$ cat src/shared/sarcr_map.vh
// Constants of the converter control and serial readout block.
`ifndef SARCR_MAP_VH
`define SARCR_MAP_VH

// ----------------------------------------------------------------
// Timing
// ----------------------------------------------------------------
`define SARCR_CLK_PERIOD_NS 4
`define SARCR_OSC_PERIOD_NS 250
`define SARCR_CONV_MAX_NS 3700
`define SARCR_OSC_CYCLES ((`SARCR_OSC_PERIOD_NS + `SARCR_CLK_PERIOD_NS - 1) / `SARCR_CLK_PERIOD_NS)
`define SARCR_OSC_LAST 6'h3E
`define SARCR_CONV_MAX_CYCLES (`SARCR_CONV_MAX_NS / `SARCR_CLK_PERIOD_NS)

// ----------------------------------------------------------------
// Result format
// ----------------------------------------------------------------
`define SARCR_RES_BITS 10
`define SARCR_SUB_BITS 2
`define SARCR_WORD_BITS 12
`define SARCR_LAST_BIT 4'hB
`define SARCR_MSB_POS 11
`define SARCR_FIRST_TRIAL 12'h800
`define SARCR_FIFO_DEPTH 8
`define SARCR_FIFO_AW 3

// ----------------------------------------------------------------
// Reset values
// ----------------------------------------------------------------
`define SARCR_RST_WORD 12'h000
`define SARCR_RST_CNT 4'h0
`define SARCR_RST_TICK 6'h00

`endif
$ cat src/design/sarcr_fifo.v
// Result FIFO with valid and ready on both sides.
`default_nettype none

module sarcr_fifo #(
   parameter W = 12,
   parameter DEPTH = 8,
   parameter AW = 3
) (
   // Clock and reset
   input wire clk_i,
   input wire nrst_i,
   // Discards all stored words
   input wire flush_i,
   // Write side
   input wire in_valid_i,
   output wire in_ready_o,
   input wire [W-1:0] in_data_i,
   // Read side
   output wire out_valid_o,
   input wire out_ready_i,
   output wire [W-1:0] out_data_o
);

   reg [W-1:0] mem [0:DEPTH-1];
   reg [AW:0] wr_ff;
   reg [AW:0] rd_ff;
   wire push;
   wire pop;

   // Pointers carry one extra bit so full and empty stay distinct.
   assign in_ready_o = (wr_ff[AW-1:0] != rd_ff[AW-1:0]) || (wr_ff[AW] == rd_ff[AW]);
   assign out_valid_o = (wr_ff != rd_ff);
   assign push = in_valid_i && in_ready_o;
   assign pop = out_valid_o && out_ready_i;
   assign out_data_o = mem[rd_ff[AW-1:0]];

   always @(posedge clk_i) begin
      if (push) begin
         mem[wr_ff[AW-1:0]] <= in_data_i;
      end
   end

   always @(posedge clk_i) begin
      if (!nrst_i || flush_i) begin
         wr_ff <= {(AW+1){1'b0}};
         rd_ff <= {(AW+1){1'b0}};
      end else begin
         if (push) begin
            wr_ff <= wr_ff + {{AW{1'b0}}, 1'b1};
         end
         if (pop) begin
            rd_ff <= rd_ff + {{AW{1'b0}}, 1'b1};
         end
      end
   end

endmodule

`default_nettype wire

$ cat src/design/sarcr_sync.v
// Two flip-flop synchroniser for inputs that arrive from outside the clock domain.
`default_nettype none

module sarcr_sync #(
   parameter W = 1
) (
   // Clock and reset
   input wire clk_i,
   input wire nrst_i,
   // Asynchronous input and its synchronised copy
   input wire [W-1:0] async_i,
   output wire [W-1:0] sync_o
);

   reg [W-1:0] meta_ff;
   reg [W-1:0] sync_ff;

   always @(posedge clk_i) begin
      if (!nrst_i) begin
         meta_ff <= {W{1'b0}};
         sync_ff <= {W{1'b0}};
      end else begin
         meta_ff <= async_i;
         sync_ff <= meta_ff;
      end
   end

   assign sync_o = sync_ff;

endmodule

`default_nettype wire

$ cat src/design/sarcr_top.v
// Conversion control, successive approximation and serial readout of the converter.
//
// Behaviour
// - Start rising: wake, data low, track.
// - Start falling: sample, hold, begin conversion.
// - Within 3.7 us: done, shutdown, MSB out.
// - Start low: stay in automatic shutdown.
// - Single-ended: same pattern picks second channel.
// - Incomplete readout at rising: second mode next.
// - Unipolar binary, bipolar two's complement.
// - Ten result bits MSB first, two sub-bits.
// - Data changes on falling serial clock.
// - After last sub-bit, output goes high-impedance.
// - Conversion paced by internal 4 MHz oscillator.
// - Serial clock from zero up to 8 MHz.
`include "sarcr_map.vh"
`default_nettype none

module sarcr_top #(
   parameter DIFFERENTIAL = 1
) (
   // Clock and reset
   input wire clk_i,
   input wire nrst_i,
   // Host pins
   input wire conversion_start_pin_i,
   input wire sclk_i,
   output wire dout_o,
   output wire dout_oe_o,
   // Analog front end
   input wire comparator_i,
   output wire [`SARCR_WORD_BITS-1:0] dac_code_o,
   output wire track_o,
   output wire hold_o,
   output wire shutdown_o,
   output wire second_channel_o,
   output wire bipolar_o
);

   // ----------------------------------------------------------------
   // States
   // ----------------------------------------------------------------
   localparam [3:0] ST_SHUT = 4'h1;
   localparam [3:0] ST_TRACK = 4'h2;
   localparam [3:0] ST_CONV = 4'h4;
   localparam [3:0] ST_PUSH = 4'h8;
   // The oscillator period is rounded up to whole clocks, so trials run slow, never fast.
   localparam [5:0] OSC_LAST = `SARCR_OSC_LAST;

   // ----------------------------------------------------------------
   // Declarations
   // ----------------------------------------------------------------
   wire [1:0] pins_sync;
   wire start_s;
   wire sclk_s;
   reg start_prev_ff;
   reg sclk_prev_ff;
   wire start_rise;
   wire start_fall;
   wire sclk_fall;
   reg [3:0] state_ff;
   reg [3:0] nxt_state;
   reg [5:0] tick_cnt_ff;
   wire osc_tick;
   reg [`SARCR_WORD_BITS-1:0] sar_ff;
   reg [`SARCR_WORD_BITS-1:0] nxt_sar;
   reg [`SARCR_WORD_BITS-1:0] mask_ff;
   reg [`SARCR_WORD_BITS-1:0] nxt_mask;
   reg second_ff;
   reg nxt_second;
   reg done_ff;
   reg drive_ff;
   reg active_ff;
   reg [`SARCR_WORD_BITS-1:0] shift_ff;
   reg [3:0] bit_cnt_ff;
   wire [`SARCR_WORD_BITS-1:0] result;
   wire push_valid;
   wire push_ready;
   wire pop_valid;
   wire pop_ready;
   wire [`SARCR_WORD_BITS-1:0] pop_data;

   // ----------------------------------------------------------------
   // Pin synchronisers and edge detection
   // ----------------------------------------------------------------
   sarcr_sync #(
      .W(2)
   ) u_sync (
      .clk_i(clk_i),
      .nrst_i(nrst_i),
      .async_i({conversion_start_pin_i, sclk_i}),
      .sync_o(pins_sync)
   );

   assign start_s = pins_sync[1];
   assign sclk_s = pins_sync[0];
   // Both pins pass two flops; a serial clock level must last one full clock to count.
   // Edge registers reset to the idle pin levels, so no false edge follows reset.

   always @(posedge clk_i) begin
      if (!nrst_i) begin
         start_prev_ff <= 1'b0;
         sclk_prev_ff <= 1'b0;
      end else begin
         start_prev_ff <= start_s;
         sclk_prev_ff <= sclk_s;
      end
   end

   assign start_rise = start_s && !start_prev_ff;
   assign start_fall = !start_s && start_prev_ff;
   // Edges are found by sampling, so any serial clock up to the sampling limit works.
   // full clock range
   assign sclk_fall = !sclk_s && sclk_prev_ff;

   // ----------------------------------------------------------------
   // Internal oscillator
   // ----------------------------------------------------------------
   // internal conversion clock
   // The counter only runs while converting, so shutdown keeps it still.
   always @(posedge clk_i) begin
      if (!nrst_i || state_ff != ST_CONV) begin
         tick_cnt_ff <= `SARCR_RST_TICK;
      end else if (tick_cnt_ff == OSC_LAST) begin
         tick_cnt_ff <= `SARCR_RST_TICK;
      end else begin
         tick_cnt_ff <= tick_cnt_ff + 6'h01;
      end
   end

   assign osc_tick = (state_ff == ST_CONV) && (tick_cnt_ff == OSC_LAST);

   // ----------------------------------------------------------------
   // Conversion control
   // ----------------------------------------------------------------
   always @* begin
      nxt_state = state_ff;
      nxt_sar = sar_ff;
      nxt_mask = mask_ff;
      nxt_second = second_ff;
      case (state_ff)
         ST_SHUT: begin
            if (start_rise) begin
               nxt_state = ST_TRACK;
            end
         end
         ST_TRACK: begin
            if (start_fall) begin
               nxt_state = ST_CONV;
               nxt_sar = `SARCR_FIRST_TRIAL;
               nxt_mask = `SARCR_FIRST_TRIAL;
            end
         end
         ST_CONV: begin
            // One trial per oscillator period; twelve trials end well inside 3.7 us.
            if (osc_tick) begin
               if (!comparator_i) begin
                  nxt_sar = sar_ff & ~mask_ff;
               end
               nxt_mask = mask_ff >> 1;
               nxt_sar = nxt_sar | (mask_ff >> 1);
               if (mask_ff[0]) begin
                  nxt_state = ST_PUSH;
               end
            end
         end
         ST_PUSH: begin
            // The buffer was flushed at the rising edge, so it has room here.
            // finish and shut down
            if (push_ready) begin
               nxt_state = ST_SHUT;
            end
         end
         default: begin
            nxt_state = ST_SHUT;
         end
      endcase
      // A rising start edge always restarts acquisition, whatever was in progress.
      if (start_rise) begin
         nxt_state = ST_TRACK;
         nxt_second = !done_ff;
      end
   end

   always @(posedge clk_i) begin
      if (!nrst_i) begin
         state_ff <= ST_SHUT;
         sar_ff <= `SARCR_RST_WORD;
         mask_ff <= `SARCR_RST_WORD;
         second_ff <= 1'b0;
      end else begin
         state_ff <= nxt_state;
         sar_ff <= nxt_sar;
         mask_ff <= nxt_mask;
         second_ff <= nxt_second;
      end
   end

   // Single-ended parts never flip, so they always send straight binary.
   // two's complement flips MSB
   assign result = (DIFFERENTIAL != 0 && second_ff) ?
      {~sar_ff[`SARCR_MSB_POS], sar_ff[`SARCR_MSB_POS-1:0]} : sar_ff;
   assign push_valid = (state_ff == ST_PUSH);

   // ----------------------------------------------------------------
   // Front-end outputs
   // ----------------------------------------------------------------
   assign dac_code_o = sar_ff;
   assign track_o = (state_ff == ST_TRACK);
   assign hold_o = (state_ff == ST_CONV);
   assign shutdown_o = (state_ff == ST_SHUT);
   assign second_channel_o = (DIFFERENTIAL == 0) && second_ff;
   assign bipolar_o = (DIFFERENTIAL != 0) && second_ff;

   // ----------------------------------------------------------------
   // Result buffer
   // ----------------------------------------------------------------
   // Stale words are dropped when a new acquisition starts.
   sarcr_fifo #(
      .W(`SARCR_WORD_BITS),
      .DEPTH(`SARCR_FIFO_DEPTH),
      .AW(`SARCR_FIFO_AW)
   ) u_fifo (
      .clk_i(clk_i),
      .nrst_i(nrst_i),
      .flush_i(start_rise),
      .in_valid_i(push_valid),
      .in_ready_o(push_ready),
      .in_data_i(result),
      .out_valid_o(pop_valid),
      .out_ready_i(pop_ready),
      .out_data_o(pop_data)
   );

   // A word is loaded only between readouts, so a shift never mixes two results.
   assign pop_ready = drive_ff && !active_ff && !start_rise;

   // ----------------------------------------------------------------
   // Serial readout
   // ----------------------------------------------------------------
   always @(posedge clk_i) begin
      if (!nrst_i) begin
         drive_ff <= 1'b0;
         active_ff <= 1'b0;
         done_ff <= 1'b1;
         shift_ff <= `SARCR_RST_WORD;
         bit_cnt_ff <= `SARCR_RST_CNT;
      end else if (start_rise) begin
         drive_ff <= 1'b1;
         active_ff <= 1'b0;
         shift_ff <= `SARCR_RST_WORD;
         bit_cnt_ff <= `SARCR_RST_CNT;
      end else if (pop_valid && pop_ready) begin
         active_ff <= 1'b1;
         shift_ff <= pop_data;
         bit_cnt_ff <= `SARCR_RST_CNT;
      end else if (sclk_fall && active_ff && state_ff != ST_CONV) begin
         if (bit_cnt_ff == `SARCR_LAST_BIT) begin
            drive_ff <= 1'b0;
            active_ff <= 1'b0;
            done_ff <= 1'b1;
            shift_ff <= `SARCR_RST_WORD;
         end else begin
            shift_ff <= {shift_ff[`SARCR_MSB_POS-1:0], 1'b0};
            bit_cnt_ff <= bit_cnt_ff + 4'h1;
         end
      end else if (start_fall) begin
         // A started conversion counts as unread until all bits leave.
         done_ff <= 1'b0;
      end
   end

   // ----------------------------------------------------------------
   // Serial output pin
   // ----------------------------------------------------------------
   assign dout_o = shift_ff[`SARCR_MSB_POS];
   assign dout_oe_o = drive_ff;

endmodule

`default_nettype wire

$ cat config.mk
export PLATFORM = sky130hd
export DESIGN_NAME = sarcr_top
export DESIGN_NICKNAME = d
export VERILOG_FILES = /design/src/design/sarcr_fifo.v /design/src/design/sarcr_sync.v /design/src/design/sarcr_top.v
export VERILOG_INCLUDE_DIRS = /design/src /design/src/shared
export SDC_FILE = /design/constraint.sdc
export NUM_CORES = 1
export LEC_CHECK = 0
export ABC_AREA = 1
export BUFFER_PORTS_ARGS = -buffer_cell sky130_fd_sc_hd__buf_2
export CORE_MARGIN = 5
export CORE_UTILIZATION = 40
export CTS_CLUSTER_DIAMETER = 100
export DETAILED_ROUTE_END_ITERATION = 12
export GPL_TIMING_DRIVEN = 1
export PLACE_DENSITY_LB_ADDON = 0.1
export SLEW_MARGIN = 25
export SYNTH_ARGS = -nofsm -noshare
export SYNTH_HDL_FRONTEND = slang
export SYNTH_SLANG_ARGS = --single-unit
$ cat constraint.sdc
create_clock -name clk_i -period 2.1 [get_ports clk_i]
set_input_delay 0.105 -clock clk_i [delete_from_list [all_inputs] [get_ports clk_i]]
set_output_delay 0.105 -clock clk_i [all_outputs]
set_load 0.05 [all_outputs]
==> summary.txt <==
Outcome
  – Status: finished clean

Run
  – Max Cap Viol: 0

Place
  – Placed Cells: 1139
  – Dpl ws: 182 ps
  – Final Wtd Congestion: 0.762
  – PortBufs: 22
  – Cell Area, Placed: 7920 sq um
  – Hpwl dp: 11600 microns

Setup path
  – CP Class: register to register
  – Reg-to-reg slack, setup: 230 ps
  – Max FO, Critical Path: 12
  – Data arrival time of the critical path: 1980 ps
  – FF-to-FF Start: u_fifo.wr_ff[1]
  – Critical Path Sink Type: register
  – CP Launch Type: register
  – Worst Reg-to-Reg Cells: 11
  – Worst endpoint required time: 2210 ps
  – Worst reg2reg path endpoint: u_fifo.mem[3][8]

Power and ir drop
  – Maximum vdd drop: 0.585 mV
  – Cell Pwr Density: 792 nW/um^2
  – Final Power: 6.76 mW
  – Leakage: 3.78 nW

Yosys
  – Synthesized Nets: 908
  – Synth top area share: 38.4%
  – Yosys reg bits: 167
  – Synth area leaders: edfxtp_1 (38%), dfxtp_1 (19%), nand2_1 (15%)
  – Post-synthesis cell area: 7500 sq um
  – Ys Warns: 0
  – Mapped Avg Cell Area: 8.35 sq um
  – Synth Instances: 898
  – Synth area leader: edfxtp_1
  – Sequential area share after synthesis: 57.4%
  – Synth unique cells: 28

Routing
  – Via count: 5391
  – Drt initial violations: 326
  – Vias per cell: 4.59
  – Met1 Wirelength: 8750 microns
  – Met3 routed WL: 454 microns
  – DRC: 0
  – Remaining antenna violation count: 0
  – Drt wl/cell: 14.8 microns
  – Top layer in use: met4
  – Detailed Route WL: 17300 microns
  – Met2 routed WL: 8000 microns
  – Pre-antenna DRT Iters: 5

Clock network
  – Total setup buffers inserted after CTS: 0
  – Clock Sink Count: 167
  – CTS tree: built
  – Clock Path Buffers: 2
  – Clock Latency Late Sink: 430 ps
  – Htree depth: 4
  – CTS clk-pin slew, worst paths: 60 ps
  – Root Driver: clkbuf_16
  – CTS buffer count: 17

STA
  – Relative slew margins: 62.4%
  – Worst Skew: 15.6 ps
  – Worst Tran Pin Value: 563 ps
  – Fin Setup TNS: 0 ps
  – Tcrit/Tclk final: 88.9%
  – Fin. max-slew vios: 0
  – Peak Freq: 536 MHz
  – Min Tclk post-route: 1870 ps
  – Final worst setup slack: 233 ps
  – RSZ-0062 raised after global routing: false
  – Hold WS: 263 ps
  – Setup-failing EPs final: 0
  – Final hold vios: 0

Min path
  – Hold Crit Start: comparator_i
  – Worst Hold Path Cells: 6
  – Endpoint, Worst Hold: dac_code_o[11]
  – HP Class: input pin to register

Floorplanning
  – Die footprint: 21600 sq um
  – Chip height: 147 microns
  – Top Ports: 24
  – Starting Density: 40.4%
  – Row count: 50
  – Core footprint: 18600 sq um
  – Die width: 147 microns

GRT
  – Vias in the first global route: 5269
  – GRT Total Usage: 16.7%
  – Pin count of the biggest net entering global routing: 42
  – Initial antenna violation count: 0
  – First-pass GRT wire length: 28100 microns
  – Total congestion overflow: 0

Cells and area
  – Ant diodes: 0
  – Layout Nets: 937
  – Layout cells sized above 1: 11.2%
  – End-of-flow core utilization: 45.9%
  – Area growth from synthesis to layout: 13.8%
  – Final non-filler cell total: 1174
  – Final Instance Area: 8530 sq um
power by group:
group,total [mW],switching [mW],internal (mW)
Combinational,0.214,0.154,0.0604
Clock,3.08,1.32,1.76
Sequential,3.46,0.0128,3.45
Total,6.76,1.49,5.27
cells in the final DEF, fill, tap and decap left out, types with 4 or more instances in the layout:
cell type / Yosys / final
inv_2: 10 / 10
nand3_2: 3 / 4
clkbuf_16: 0 / 17
edfxtp_1: 96 / 96
nor2_1: 33 / 33
nand2_1: 305 / 305
buf_4: 18 / 26
buf_2: 11 / 22
ha_1: 5 / 5
inv_1: 147 / 147
buf_12: 0 / 4
clkinvlp_4: 0 / 4
a21oi_1: 53 / 53
xor2_1: 5 / 5
dfxtp_1: 71 / 71
nand3_1: 88 / 87
o21ai_0: 20 / 20
worst max path at each step:
stage                          startpoint          endpoint  slack, ps  cells past startpoint
after floorplan           u_fifo.wr_ff[1]  u_fifo.mem[1][0]        110                     10
after global placement    u_fifo.wr_ff[1]  u_fifo.mem[6][4]        200                      9
after detailed placement  u_fifo.wr_ff[1]  u_fifo.mem[6][5]        180                      9
after CTS                 u_fifo.wr_ff[1]  u_fifo.mem[6][3]        170                      9
after global routing      u_fifo.wr_ff[1]  u_fifo.mem[3][2]         30                     11
final                     u_fifo.wr_ff[1]  u_fifo.mem[3][8]        230                     11
cells by family after synthesis:
group           after synthesis  synth area share, %
other cells                   1               0.0500
buf+inv                     202                 11.4
fa+ha+maj                     5                0.834
compound gates               76                 5.11
xor+xnor                      8                0.934
flops                       167                 57.4
simple gates                439                 24.3
flip-flops by register name (all words and copies together) (netlist names), named ones only:
register,flops
dac_code_o,12
tick_cnt_ff,6
dout_oe_o,1
bit_cnt_ff,4
u_sync.meta_ff,2
sclk_prev_ff,1
active_ff,1
done_ff,1
bipolar_o,1
start_prev_ff,1
u_fifo.wr_ff,4
u_fifo.rd_ff,4
state_ff,4
shift_ff,12
u_sync.sync_o,2
u_fifo.mem,96
mask_ff,12
cells in the mapped netlist (all sizes together):
library cell	instances
inv	157
nor3	2
xnor2	3
conb	1
clkbuf	11
o21ai	22
nor2	37
ha	5
xor2	5
nand2	307
nor3b	1
buf	34
dfxtp	71
nand3	91
o21bai	1
or2	1
edfxtp	96
a21oi	53
what timing repair did:
| action | in CTS | in global routing |
|---|---|---|
| endpoints found under the setup margin | 0 | 10 |
| hold endpoints to repair | 3 | 0 |
| resized for setup | 0 | 1 |
| hold buffers | 3 | 0 |
layer usage:
metal | GRT usage, % | up-vias
li1 | - | 2848
met1 | 23.7 | 2478
met2 | 26.3 | 57
met3 | 3.30 | 8
met4 | 4.38 | 0
met5 | 0 | -
final cells by class:
cell class | count | area [sq um]
Fill cell | 1796 | 10000
Sequential cell | 167 | 4300
Multi-Input combinational cell | 529 | 2350
Inverter | 157 | 589
Clock buffer | 18 | 429
Timing Repair Buffer | 55 | 415
Tap cell | 234 | 293
Clock inverter | 14 | 150
critical path, cell delays in order, from the launching register on:
cell,delay (ps)
dfxtp_1,460
inv_2,100
nand2_1,70
nand2_1,50
nand2_1,80
nor2_1,60
nand2_1,120
nand2_1,80
inv_1,80
nand2_1,120
nor2_1,120
buf_4,220
(Power assumes the default switching activity.)
